### src/wdhc_map.svh
// Purpose: Named widths, counts and reset values for the watchdog block.
// Assumes: Included by the package and by every design file.
// Notes:   Definitions only.
`ifndef WDHC_MAP_SVH
`define WDHC_MAP_SVH

// Port A and interrupt source widths.
`define WDHC_PA_W       8
`define WDHC_INT_W      3

// Divide chain: 8-stage base, 3-bit prescaler select, 15-bit count.
`define WDHC_PSC_W      3
`define WDHC_CNT_W      15
`define WDHC_BASE_SHIFT 4'h8
`define WDHC_CNT_ZERO   15'h0000

// Instruction clock is the system clock divided by 4.
`define WDHC_ICLK_W     2
`define WDHC_ICLK_LAST  2'h3
`define WDHC_ICLK_ZERO  2'h0

// Start-up dummy delay of 1024 system clock periods.
`define WDHC_SST_W      11
`define WDHC_SST_CYC    11'h400
`define WDHC_SST_ZERO   11'h000
`define WDHC_SST_ONE    11'h001

`endif

### src/wdhc_pkg.sv
// Purpose: Types shared by the watchdog and power-down control files.
// Assumes: wdhc_map.svh supplies all widths.
// Notes:   No constants are kept here beyond type encodings.
`include "wdhc_map.svh"

package wdhc_pkg;

  // Operating mode; RUN to HALT to DUMMY steps one bit at a time.
  typedef enum logic [1:0] {
    WDHC_RUN   = 2'h0,
    WDHC_HALT  = 2'h1,
    WDHC_DUMMY = 2'h3
  } wdhc_mode_e;

  // What the core does once the dummy delay ends.
  typedef enum logic [1:0] {
    WDHC_WK_NEXT   = 2'h0,
    WDHC_WK_INTACK = 2'h1,
    WDHC_WK_RESET  = 2'h2,
    WDHC_WK_WARM   = 2'h3
  } wdhc_wake_e;

  // Fixed configuration options.
  typedef struct packed {
    logic                  wdt_enable;
    logic                  wdt_osc_src;
    logic                  wdt_osc_enable;
    logic                  clear_twice;
    logic                  rc_mode;
    logic [`WDHC_PA_W-1:0] pa_wake_en;
  } wdhc_cfg_s;

  // One-cycle instruction strobes from the core.
  typedef struct packed {
    logic watchdog_clear_op;
    logic watchdog_clear_first_op;
    logic watchdog_clear_second_op;
    logic halt_op;
  } wdhc_cmd_s;

  // Interrupt request flags and the enables that gate them.
  typedef struct packed {
    logic [`WDHC_INT_W-1:0] req;
    logic [`WDHC_INT_W-1:0] en;
    logic                   master_en;
    logic                   stack_full;
  } wdhc_irq_s;

  // State of the divide chain.
  typedef struct packed {
    logic [`WDHC_CNT_W-1:0] cnt;
    logic                   ovf;
  } wdhc_div_s;

  // State of the control block.
  typedef struct packed {
    wdhc_mode_e             mode;
    wdhc_wake_e             wake;
    logic [`WDHC_SST_W-1:0] sst;
    logic [`WDHC_ICLK_W-1:0] phase;
    logic                   clk_out;
    logic                   osc_meta;
    logic                   osc_sync;
    logic                   osc_prev;
    logic                   ext_meta;
    logic                   ext_sync;
    logic [`WDHC_PA_W-1:0]  pa_meta;
    logic [`WDHC_PA_W-1:0]  pa_sync;
    logic [`WDHC_PA_W-1:0]  pa_prev;
    logic [`WDHC_INT_W-1:0] int_snap;
    logic                   first_seen;
    logic                   second_seen;
    logic                   timeout_flag;
    logic                   powerdown_flag;
    logic                   chip_reset;
    logic                   warm_reset;
    logic                   resume_next;
    logic                   int_ack;
  } wdhc_state_s;

endpackage : wdhc_pkg

### src/wdhc_control.sv
// Purpose: Watchdog timer, power-down entry, wake-up and start-up delay.
// Assumes: core_clk is the 200 MHz system clock; the watchdog RC
//          oscillator arrives as a pin and is sampled on core_clk.
// Notes:   Every pin passes two flops before any logic reads it.
`timescale 1ns/100ps
`default_nettype none
`include "wdhc_map.svh"

module wdhc_control (
  // Clock and power-on reset.
  input  wire logic                   core_clk,
  input  wire logic                   rstn,
  // Fixed options and watchdog prescaler select.
  input  wire wdhc_pkg::wdhc_cfg_s    cfg,
  input  wire logic [`WDHC_PSC_W-1:0] wdt_psc,
  // Instruction strobes and interrupt state from the core.
  input  wire wdhc_pkg::wdhc_cmd_s    cmd,
  input  wire wdhc_pkg::wdhc_irq_s    irq,
  // Asynchronous pins.
  input  wire logic                   wdt_osc_in,
  input  wire logic                   ext_init_pin_n,
  input  wire logic [`WDHC_PA_W-1:0]  pa_pins,
  // Status flags.
  output logic                        timeout_flag,
  output logic                        powerdown_flag,
  // Reset and run control towards the core.
  output logic                        chip_reset,
  output logic                        warm_reset,
  output logic                        core_run,
  output logic                        sys_osc_run,
  output logic                        resume_next,
  output logic                        int_ack,
  // Divided clock pin.
  output logic                        clock_out_pin
);

  wdhc_pkg::wdhc_state_s st_reg;
  wdhc_pkg::wdhc_state_s st_next;

  logic                   use_osc;
  logic                   osc_tick;
  logic                   instr_tick;
  logic                   wdt_tick;
  logic                   running;
  logic                   ext_low;
  logic                   single_clear;
  logic                   pair_clear;
  logic                   sw_clear;
  logic                   halt_go;
  logic                   wdt_clear;
  logic                   wdt_ovf;
  logic                   pa_fall;
  logic [`WDHC_INT_W-1:0] int_new;
  logic                   int_serve;

  // ********************************************************
  // Clock selection and clear decode.
  // ********************************************************

  // A disabled oscillator leaves the instruction clock as the source.
  always_comb begin
    use_osc    = cfg.wdt_osc_src && cfg.wdt_osc_enable;
    osc_tick   = st_reg.osc_sync && !st_reg.osc_prev;
    running    = st_reg.mode == wdhc_pkg::WDHC_RUN;
    instr_tick = running && st_reg.phase == `WDHC_ICLK_LAST;
    wdt_tick   = cfg.wdt_enable && (use_osc ? osc_tick : instr_tick);
    ext_low    = !st_reg.ext_sync;
  end

  // Clear instructions act only while running with the watchdog on.
  always_comb begin
    single_clear = cfg.wdt_enable && running && !cfg.clear_twice
                   && cmd.watchdog_clear_op;
    pair_clear   = cfg.wdt_enable && running && cfg.clear_twice
                   && (st_reg.first_seen || cmd.watchdog_clear_first_op)
                   && (st_reg.second_seen
                       || cmd.watchdog_clear_second_op);
    sw_clear     = single_clear || pair_clear;
    halt_go      = running && !st_reg.chip_reset && cmd.halt_op;
    wdt_clear    = cfg.wdt_enable
                   && (ext_low || sw_clear || halt_go);
  end

  // Wake sources seen while halted.
  always_comb begin
    pa_fall   = |(st_reg.pa_prev & ~st_reg.pa_sync & cfg.pa_wake_en);
    int_new   = irq.req & ~st_reg.int_snap;
    int_serve = |(int_new & irq.en) && irq.master_en
                && !irq.stack_full;
  end

  // ********************************************************
  // Divide chain.
  // ********************************************************

  // Base stage and prescaler share one counter.
  wdhc_divider u_divider (
    .core_clk (core_clk),
    .rstn     (rstn),
    .tick     (wdt_tick),
    .clear    (wdt_clear),
    .psc      (wdt_psc),
    .ovf      (wdt_ovf)
  );

  // ********************************************************
  // Next state.
  // ********************************************************

  always_comb begin
    st_next             = st_reg;
    st_next.warm_reset  = 1'b0;
    st_next.resume_next = 1'b0;
    st_next.int_ack     = 1'b0;

    // Two flops on every pin before any logic looks at it.
    st_next.osc_meta = wdt_osc_in;
    st_next.osc_sync = st_reg.osc_meta;
    st_next.osc_prev = st_reg.osc_sync;
    st_next.ext_meta = ext_init_pin_n;
    st_next.ext_sync = st_reg.ext_meta;
    st_next.pa_meta  = pa_pins;
    st_next.pa_sync  = st_reg.pa_meta;
    st_next.pa_prev  = st_reg.pa_sync;

    // System oscillator is off in halt, so the phase freezes there.
    if (st_reg.mode != wdhc_pkg::WDHC_HALT) begin
      st_next.phase = st_reg.phase + `WDHC_ICLK_W'(1);
    end
    st_next.clk_out = cfg.rc_mode && st_next.phase[`WDHC_ICLK_W-1];

    // Two-clear tracking; a finished pair or a chip reset starts over,
    // so that a half pair from before a reset cannot complete later.
    if (pair_clear || st_reg.chip_reset || !cfg.clear_twice
        || !cfg.wdt_enable) begin
      st_next.first_seen  = 1'b0;
      st_next.second_seen = 1'b0;
    end else if (running) begin
      st_next.first_seen  = st_reg.first_seen
                            || cmd.watchdog_clear_first_op;
      st_next.second_seen = st_reg.second_seen
                            || cmd.watchdog_clear_second_op;
    end

    // Flags: the timeout set is applied last so that it wins.
    if (sw_clear) begin
      st_next.powerdown_flag = 1'b0;
      st_next.timeout_flag   = 1'b0;
    end
    if (halt_go) begin
      st_next.powerdown_flag = 1'b1;
      st_next.timeout_flag   = 1'b0;
    end
    if (wdt_ovf && st_reg.mode != wdhc_pkg::WDHC_DUMMY) begin
      st_next.timeout_flag = 1'b1;
    end

    unique case (st_reg.mode)
      wdhc_pkg::WDHC_RUN: begin
        if (ext_low || wdt_ovf) begin
          st_next.chip_reset = 1'b1;
          st_next.mode       = wdhc_pkg::WDHC_DUMMY;
          st_next.wake       = wdhc_pkg::WDHC_WK_RESET;
          st_next.sst        = `WDHC_SST_ZERO;
        end else if (halt_go) begin
          st_next.mode     = wdhc_pkg::WDHC_HALT;
          st_next.int_snap = irq.req;
        end
      end
      wdhc_pkg::WDHC_HALT: begin
        st_next.sst = `WDHC_SST_ZERO;
        if (ext_low) begin
          st_next.chip_reset = 1'b1;
          st_next.mode       = wdhc_pkg::WDHC_DUMMY;
          st_next.wake       = wdhc_pkg::WDHC_WK_RESET;
        end else if (wdt_ovf) begin
          st_next.warm_reset = 1'b1;
          st_next.mode       = wdhc_pkg::WDHC_DUMMY;
          st_next.wake       = wdhc_pkg::WDHC_WK_WARM;
        end else if (|int_new) begin
          st_next.mode = wdhc_pkg::WDHC_DUMMY;
          st_next.wake = int_serve ? wdhc_pkg::WDHC_WK_INTACK
                                   : wdhc_pkg::WDHC_WK_NEXT;
        end else if (pa_fall) begin
          st_next.mode = wdhc_pkg::WDHC_DUMMY;
          st_next.wake = wdhc_pkg::WDHC_WK_NEXT;
        end
      end
      wdhc_pkg::WDHC_DUMMY: begin
        // A held reset pin keeps the delay from starting.
        if (ext_low) begin
          st_next.chip_reset = 1'b1;
          st_next.wake       = wdhc_pkg::WDHC_WK_RESET;
          st_next.sst        = `WDHC_SST_ZERO;
        end else if (st_reg.sst == `WDHC_SST_CYC - `WDHC_SST_ONE) begin
          st_next.mode        = wdhc_pkg::WDHC_RUN;
          st_next.chip_reset  = 1'b0;
          st_next.resume_next = st_reg.wake == wdhc_pkg::WDHC_WK_NEXT;
          st_next.int_ack     = st_reg.wake == wdhc_pkg::WDHC_WK_INTACK;
        end else begin
          st_next.sst = st_reg.sst + `WDHC_SST_ONE;
        end
      end
      default: begin
        // An illegal code restarts the device through the delay.
        st_next.mode       = wdhc_pkg::WDHC_DUMMY;
        st_next.wake       = wdhc_pkg::WDHC_WK_RESET;
        st_next.chip_reset = 1'b1;
        st_next.sst        = `WDHC_SST_ZERO;
      end
    endcase
  end

  // ********************************************************
  // State register.
  // ********************************************************

  // Power-up reset clears both flags and runs the start-up delay.
  always_ff @(posedge core_clk) begin
    if (!rstn) begin
      st_reg            <= '0;
      st_reg.mode       <= wdhc_pkg::WDHC_DUMMY;
      st_reg.wake       <= wdhc_pkg::WDHC_WK_RESET;
      st_reg.chip_reset <= 1'b1;
      st_reg.ext_meta   <= 1'b1;
      st_reg.ext_sync   <= 1'b1;
    end else begin
      st_reg <= st_next;
    end
  end

  // Outputs come straight from the state register.
  assign timeout_flag   = st_reg.timeout_flag;
  assign powerdown_flag = st_reg.powerdown_flag;
  assign chip_reset     = st_reg.chip_reset;
  assign warm_reset     = st_reg.warm_reset;
  assign core_run       = st_reg.mode == wdhc_pkg::WDHC_RUN;
  assign sys_osc_run    = st_reg.mode != wdhc_pkg::WDHC_HALT;
  assign resume_next    = st_reg.resume_next;
  assign int_ack        = st_reg.int_ack;
  assign clock_out_pin  = st_reg.clk_out;

  // ********************************************************
  // Checks.
  // ********************************************************

  AST_CLKOUT_OFF: assert property (@(posedge core_clk) disable iff (!rstn)
    !cfg.rc_mode |=> !clock_out_pin)
    else $error("Clock out toggles outside RC mode.");

  AST_WDT_OFF: assert property (@(posedge core_clk) disable iff (!rstn)
    !cfg.wdt_enable |=> !wdt_ovf)
    else $error("Disabled watchdog overflowed.");

  AST_HALT_ICLK: assert property (@(posedge core_clk) disable iff (!rstn)
    (st_reg.mode == wdhc_pkg::WDHC_HALT && !use_osc) |-> !wdt_tick)
    else $error("Instruction clock counted during halt.");

  AST_RUN_OVF: assert property (@(posedge core_clk) disable iff (!rstn)
    (running && wdt_ovf) |=> chip_reset && timeout_flag && !core_run)
    else $error("Overflow while running gave no chip reset.");

  AST_HALT_OVF: assert property (@(posedge core_clk) disable iff (!rstn)
    (st_reg.mode == wdhc_pkg::WDHC_HALT && wdt_ovf && !ext_low)
    |=> warm_reset && timeout_flag && !chip_reset ##1 !warm_reset)
    else $error("Overflow in halt gave no warm reset pulse.");

  AST_HALT_FLAGS: assert property (@(posedge core_clk) disable iff (!rstn)
    (halt_go && !wdt_ovf && !ext_low)
    |=> powerdown_flag && !timeout_flag && !sys_osc_run)
    else $error("Halt entry flags wrong.");

  AST_CLEAR_PD: assert property (@(posedge core_clk) disable iff (!rstn)
    (sw_clear && !halt_go) |=> !powerdown_flag)
    else $error("Clear instruction left powerdown flag set.");

  AST_STALE_INT: assert property (@(posedge core_clk) disable iff (!rstn)
    (st_reg.mode == wdhc_pkg::WDHC_HALT && int_new == '0 && !pa_fall
     && !wdt_ovf && !ext_low) |=> st_reg.mode == wdhc_pkg::WDHC_HALT)
    else $error("Halt left without a wake event.");

  AST_PA_WAKE: assert property (@(posedge core_clk) disable iff (!rstn)
    (st_reg.mode == wdhc_pkg::WDHC_HALT && pa_fall && int_new == '0
     && !wdt_ovf && !ext_low)
    |=> st_reg.mode == wdhc_pkg::WDHC_DUMMY
        && st_reg.wake == wdhc_pkg::WDHC_WK_NEXT)
    else $error("Port edge did not wake to next instruction.");

  AST_SST_LEN: assert property (@(posedge core_clk) disable iff (!rstn)
    $rose(core_run) |-> $past(st_reg.sst) == `WDHC_SST_CYC - `WDHC_SST_ONE)
    else $error("Run resumed before the full dummy delay.");

  AST_RESUME_KIND: assert property (@(posedge core_clk) disable iff (!rstn)
    $rose(core_run) |-> int_ack == ($past(st_reg.wake) == wdhc_pkg::WDHC_WK_INTACK)
                        && resume_next == ($past(st_reg.wake) == wdhc_pkg::WDHC_WK_NEXT))
    else $error("Wrong resume pulse after dummy delay.");

endmodule : wdhc_control
`default_nettype wire

### src/wdhc_divider.sv
// Purpose: Watchdog divide chain with base stage and prescaler.
// Assumes: tick is a one-cycle pulse on core_clk.
// Notes:   Clear wins over a coinciding overflow.
`timescale 1ns/100ps
`default_nettype none
`include "wdhc_map.svh"

module wdhc_divider (
  // Clock and reset.
  input  wire logic                   core_clk,
  input  wire logic                   rstn,
  // Count control.
  input  wire logic                   tick,
  input  wire logic                   clear,
  input  wire logic [`WDHC_PSC_W-1:0] psc,
  // Overflow pulse.
  output logic                        ovf
);

  wdhc_pkg::wdhc_div_s div_reg;
  wdhc_pkg::wdhc_div_s div_next;

  // Last count before overflow: 256 ticks shifted up by the prescaler.
  function automatic logic [`WDHC_CNT_W-1:0] wdhc_last(
    input logic [`WDHC_PSC_W-1:0] sel);
    return ~({`WDHC_CNT_W{1'b1}} << ({1'b0, sel} + `WDHC_BASE_SHIFT));
  endfunction : wdhc_last

  // ********************************************************
  // Count and overflow.
  // ********************************************************

  // Overflow restarts the chain so that a held-off clear still times out.
  always_comb begin
    div_next     = div_reg;
    div_next.ovf = 1'b0;
    if (clear) begin
      div_next.cnt = `WDHC_CNT_ZERO;
    end else if (tick) begin
      if (div_reg.cnt == wdhc_last(psc)) begin
        div_next.cnt = `WDHC_CNT_ZERO;
        div_next.ovf = 1'b1;
      end else begin
        div_next.cnt = div_reg.cnt + `WDHC_CNT_W'(1);
      end
    end
  end

  // State register.
  always_ff @(posedge core_clk) begin
    if (!rstn) begin
      div_reg <= '0;
    end else begin
      div_reg <= div_next;
    end
  end

  assign ovf = div_reg.ovf;

  // Overflow only follows a tick taken at the last count.
  AST_DIV_OVF_CAUSE: assert property (@(posedge core_clk) disable iff (!rstn)
    ovf |-> $past(tick) && !$past(clear) && $past(div_reg.cnt) == $past(wdhc_last(psc)))
    else $error("Watchdog overflow without reaching the last count.");

endmodule : wdhc_divider
`default_nettype wire

### config.mk
export PLATFORM = sky130hd
export DESIGN_NAME = wdhc_control
export DESIGN_NICKNAME = d
export VERILOG_FILES = /design/src/wdhc_pkg.sv /design/src/wdhc_control.sv /design/src/wdhc_divider.sv
export VERILOG_INCLUDE_DIRS = /design/src
export SDC_FILE = /design/constraint.sdc
export NUM_CORES = 1
export LEC_CHECK = 0
export BUFFER_PORTS_ARGS = -buffer_cell sky130_fd_sc_hd__buf_4
export CORE_ASPECT_RATIO = 1.75
export CORE_MARGIN = 5
export CORE_UTILIZATION = 38
export CTS_BUF_LIST = sky130_fd_sc_hd__clkbuf_4 sky130_fd_sc_hd__clkbuf_8
export CTS_CLUSTER_SIZE = 12
export DETAILED_ROUTE_END_ITERATION = 8
export SYNTH_ARGS = -nofsm -noshare
export SYNTH_HDL_FRONTEND = slang
export SYNTH_SLANG_ARGS = --single-unit
### constraint.sdc
create_clock -name core_clk -period 1.9 [get_ports core_clk]
set_clock_uncertainty 0.15 [all_clocks]
set_input_delay 0.38 -clock core_clk [delete_from_list [all_inputs] [get_ports core_clk]]
set_output_delay 0.38 -clock core_clk [all_outputs]
set_load 0.02 [all_outputs]
Yosys cells after proc, flatten, opt, wreduce, memory -nomap -nowiden

Index checks and enable logic that the tools add are counted.

Divide/modulo/power cells: 0
Shift-type cells: 1
Reductions and logical operators: 49
Mux-type cells: 27
$mul: 0
$lt $le $gt $ge: 0
Equal/unequal tests: 17
Add/subtract/negate cells: 4
Bitwise operators: 10

Operators with widths:

| operator                                           | number |
|---|---|
| one-hot mux 15 bit (3 select lines)                | 1 |
| 2-to-1 mux 11 bit                                  | 2 |
| logical AND 1 bit                                  | 17 |
| bitwise AND 8 bit                                  | 2 |
| 2-to-1 mux 2 bit                                   | 8 |
| 2-to-1 mux 4 bit                                   | 4 |
| adder 15 x 1 -> 15 bit (second input constant)     | 1 |
| == test 15 bit                                     | 1 |
| 2-to-1 mux 15 bit                                  | 1 |
| inverter 15 bit                                    | 1 |
| << shifter 15 x 4 -> 15 bit (first input constant) | 1 |
| 2-to-1 mux 13 bit                                  | 1 |
| AND reduction 3 bit                                | 4 |
| adder 11 x 1 -> 11 bit (second input constant)     | 1 |
| == test 11 x 10 -> 1 bit (second input constant)   | 1 |
| inequality test 2 bit (second input constant)      | 5 |
| logical OR 1 bit                                   | 9 |
| 2-to-1 mux 1 bit                                   | 9 |
| OR reduction 3 bit                                 | 3 |
| inverter 8 bit                                     | 1 |
| AND reduction 4 bit                                | 2 |
| OR reduction 8 bit                                 | 1 |
| bitwise AND 3 bit                                  | 2 |
| logical NOT 1 bit                                  | 6 |
| other kinds (16)                                   | 24 |

Input port bits: 40
Memories: 0
Output and inout port bits: 9
Bits in latches: 0
Logic and storage cells: 133
ROM bits: 0
Bits in registers: 74
RAM bits: 0

Longest topological paths before layout

Depth after elaboration: 11
Gate-level depth with buffers: 7
Depth with buffers taken out: 6

Cells and area by module

A second synthesis with hierarchy kept.

Cell total of the unflattened synthesis: 343
Area total of the unflattened synthesis: 3,293.2 sq um

Modules (own cells, without submodules):

| module       | times used | cells each | seq. area each (sq um) | area each (sq um) |
|---|---|---|---|---|
| wdhc_control | 1          | 243        | 1,161.1                | 2,303.5 |
| wdhc_divider | 1          | 100        | 320.3                  | 989.7 |

Worst setup path after synthesis

OpenSTA, ideal clock, no wires.

Kind: input to register
Start point: input wdt_psc[2]
End point: register u_divider.div_reg[8] in the netlist's numbering
Data arrival time: 1.589 ns
Path buffers: 1
Setup time: 0.131 ns
Required time: 1.619 ns
Cell stages on the path: 5
Path slack: 0.029 ns
Cell sequence: buf_2 > a2111o_1 > a32o_2 > o311ai_0 > a21oi_1

Longest elaborated chain between the ends: 5

Ends and longest elaborated chain:

| element                               | line               | RTL |
|---|---|---|
| start: declaration                    | wdhc_control.sv:15 | `` input wire logic [`WDHC_PSC_W-1:0] wdt_psc, `` |
| adder 3 x 4 -> 4 bit (no source line) | n/a                |  |
| << shifter 15 x 4 -> 15 bit           | wdhc_divider.sv:26 | `` return ~({`WDHC_CNT_W{1'b1}} << ({1'b0, sel} + `WDHC_BASE_SHIFT)); `` |
| inverter 15 bit                       | wdhc_divider.sv:26 |  |
| == test 15 bit                        | wdhc_divider.sv:40 | `if (div_reg.cnt == wdhc_last(psc)) begin` |
| 2-to-1 mux 15 bit                     | wdhc_divider.sv:40 |  |
| end signal: assignment                | wdhc_divider.sv:54 | `div_reg <= div_next;` |
| end: declaration                      | wdhc_divider.sv:20 | `wdhc_pkg::wdhc_div_s div_reg;` |

Every way passes these cells.
A chain may end at the register's enable or synchronous reset.

Worst setup path in the final report

Start point: register st_reg[57] in the netlist's numbering
End point: output sys_osc_run

Longest elaborated chain between the ends: 1

Ends and longest elaborated chain:

| element                        | line                | RTL |
|---|---|---|
| start: declaration             | wdhc_control.sv:37  | `wdhc_pkg::wdhc_state_s st_reg;` |
| start signal: assignment       | wdhc_control.sv:228 | `st_reg <= st_next;` |
| inequality test 2 x 1 -> 1 bit | wdhc_control.sv:238 | `assign sys_osc_run = st_reg.mode != wdhc_pkg::WDHC_HALT;` |
| end: declaration               | wdhc_control.sv:30  | `output logic sys_osc_run,` |

Every way passes these cells.

==> flow_results.org <==
** Timing
- Clock period minus worst slack :: 1.806 ns
- The final critical path takes up 95.05% of the cycle.
- Hold is met by 0.08687 ns.
- For this run, the top clock speed supported by timing is 553.7 MHz.
- The final hold violation count came to 0.
- Headroom to the max-slew limit came out at 69.37%.
- For the pin with the worst max-slew slack, the measured transition is 0.4479 ns.
- Setup repair after global routing left no endpoint under its margin.
- Worst path setup slack after routing :: 0.09413 ns
- Setup violations remaining at the end of the flow were counted as 0.
- The number of max-slew violations in the final report is 0.

** Hold path
- Class of the tightest hold or removal check :: in2reg

** Setup path
- Of all nets on the critical path, the largest fanout is 4.
- STA classifies the critical path endpoint as an output port.
- The worst setup path is launched from a register.
- WS Path Type :: reg2out
- Crit path DAT :: 1.28 ns
- Data on the critical path is required at its endpoint by 1.37 ns.

** Synthesis
- The biggest area contributor in the post-synthesis netlist is dfxtp_1.
- The Yosys step of the flow raised 0 warnings.
- Share of the synthesized area in the top cell type :: 46.39%
- Counting flops with a built-in enable in the synthesized netlist gives 0.
- Sequential elements use 46.39% of the synthesized area.
- FFs w/ async S/R, synth :: 0%
- Number of synthesized register bits :: 74
- For this run, the leading register cell type out of synthesis is dfxtp_1.
- Ranked by total cell area, the synthesized netlist is headed by dfxtp_1 46%, and2_1 5.7%, nand2_1 4.0%, xor2_1 3.0%, a21oi_1 2.7%.
- Combined area of all synthesized cells :: 3193 sq um
- Synthesized area per cell :: 8.995 sq um
- Mapped Nets :: 398
- Instance count of the mapped netlist :: 355
- Cell variety after synth :: 56

** Pwr
- Power spread over the standard cell area amounts to 716.2 nW/um^2.
- Static power due to leakage :: 1.578 nW
- VDD IR-drop max :: 405.3 uV

** Floorplan
- In this run the standard cell core region covers 8258 sq um.
- Die height :: 131.3 microns
- The floorplan step set the die width to 79.30 microns.
- Top Ports :: 49
- Floorplan row count :: 44
- The die covers 10410 sq um.
- Initial cell density of the core :: 38.67%

** Clock network
- Clock tree synthesis selected as its root buffer the cell clkbuf_8.
- CTS built an H-tree with a depth of 3.
- Number of clock sinks :: 74
- Clk Latency, worst-skew pair :: 0.34 ns
- Hold repair after CTS inserted 0 buffers.
- TritonCTS built the clock tree.
- Clock-pin slew was measured on the worst setup and hold paths at 0.07 ns.
- Maximum count of clock buffers along a single path :: 2
- TritonCTS created 9 clock buffers.

** Finish
- Leaving out fill and tap cells, the most frequent cell in the layout is dfxtp_1.
- After filler insertion, the fill cell instance count of the layout stands at 802.
- P&R area growth vs syn :: 25.16%
- The number of antenna diodes in the final layout is 0.
- Commonest non-fill, non-tap cells in the layout :: 73 x dfxtp_1, 72 x buf_4, 33 x nand2_1
- The finished layout holds 518 standard cells, fillers aside.
- At the end of the flow, the number of nets in the layout was 465.
- In the final layout, the share of cells above drive strength 1 is 24.41%.
- Number of flip-flops in the largest register :: 32

** Drt
- The routed design has 7520 microns of wire.
- In this run, the number of DRC markers left after iteration 0 of detailed routing was 119.
- In the routed design, unresolved DRC markers number 0.
- Via-to-Cell Ratio :: 5.280
- The detail route stage leaves a number of antenna-violating nets equal to 0.
- Drt first pass iters :: 5
- For this block, the via count after detailed routing is 2735.
- Dividing the detail-routed wire length by the instance count gives 14.52 microns.

** GRT
- Maximum number of pins on one net before global-route repair :: 40
- The total overflow left after global routing is 0.
- The initial antenna violation count was 0.
- Overall fraction of global-route tracks in use :: 15.49%
- The number of global-route vias before repair came to 2797.
- The first global-routing pass estimated 12680 microns of wire.

** Place
- GP Congestion :: 0.8613
- Port buffer count :: 48
- Prior to clock tree synthesis, the placed netlist has a worst setup slack of -0.04675 ns.
- Final HPWL from detailed placement :: 5618 microns
- In this run, placement finished with an instance count of 503.

** Run
- Across the run, the number of max-cap violations was 0.

** Status
- Result of the run :: complete, no violations
[kinds of logic (layout without fill, tap and decap cells)]
logic type                 Yosys count  count (layout)  share of synthesized area [%]
and+or+nand+nor                    169             169                          29.90
DFF                                 74              74                          46.39
xor gates and xnor gates            18              18                          4.937
buffers and inverters               23              94                          3.487
adders and majority gates            3               3                          1.176
AOI/OAI and AO/OA                   63              63                          12.54
muxes                                5               5                          1.567
[power by group]
part,internal [mW],leakage [nW],total [mW],switching (mW)
sequential,1.59,0.602,1.60,0.0156
combinational,0.115,0.899,0.208,0.0931
clock,0.467,0.0773,1.05,0.586
[final cells by class]
cell class	count	area, sq um	share of cell area [%]
timing repair buffer	75	583.1	14.59
clock buffer	9	123.9	3.100
inverter	4	15.01	0.3757
clock inverter	6	45.04	1.127
multi-input combinational	258	1632	40.83
tap	92	115.1	2.880
sequential	74	1483	37.10
[timing repair]
item	4_1_cts	5_1_grt
gates resized for setup	7	5
setup endpoints to repair	2	24
buffers inserted	1	0
hold endpoints to repair	0	0
[per-stage QoR]
stage	total power, mW	setup TNS (ns)	util (%)	cell area [sq um]
global placement	1.837	-0.04026	45.86	3787
finish	2.862	0	48.39	3996
detailed placement	1.844	-0.04675	45.86	3787
floorplan	1.732	0	-	3193
global route	3.001	0	48.39	3996
CTS	2.915	0	48.32	3990
[worst max-delay path, stage by stage, from the launching register on]
cell and delay [ns]:
dfxtp_2 0.33, buf_6 0.13, buf_6 0.12, nor2b_4 0.15, inv_1 0.06, buf_4 0.15
[synth_stat cells (all sizes together), types with 8 or more instances]
cell type / instances
nand2: 34
o21ai: 16
xor2: 11
nor2: 23
dfxtp: 74
nand3: 11
and2: 29
a21oi: 17
buf: 11
clkbuf: 8
nor2b: 10
nor3: 18
[final timing paths]
path	slack, ns	startpoint	to	cells past startpoint
worst min register to register	0.26	st_next[35]$_SDFF_PN1_	st_reg[35]$_SDFF_PN1_	1
worst max-delay path	0.09	st_reg[57]$_SDFFE_PN1P_	sys_osc_run	5
worst max register to register	0.12	st_reg[35]$_SDFF_PN1_	st_reg[45]$_SDFFE_PN0P_	5
worst min-delay path	0.09	cfg[8]	clock_out_pin$_SDFF_PN0_	2
[routing by layer]
metal / up-vias / GRT usage (%) / part of all wire, %
li1: 1386 / - / -
met4: 0 / 6.883 / 1.4
met1: 1287 / 14.98 / 38
met5: - / 0 / 0
met2: 52 / 29.13 / 57
met3: 10 / 4.658 / 3.5
(Power assumes the default switching activity.)
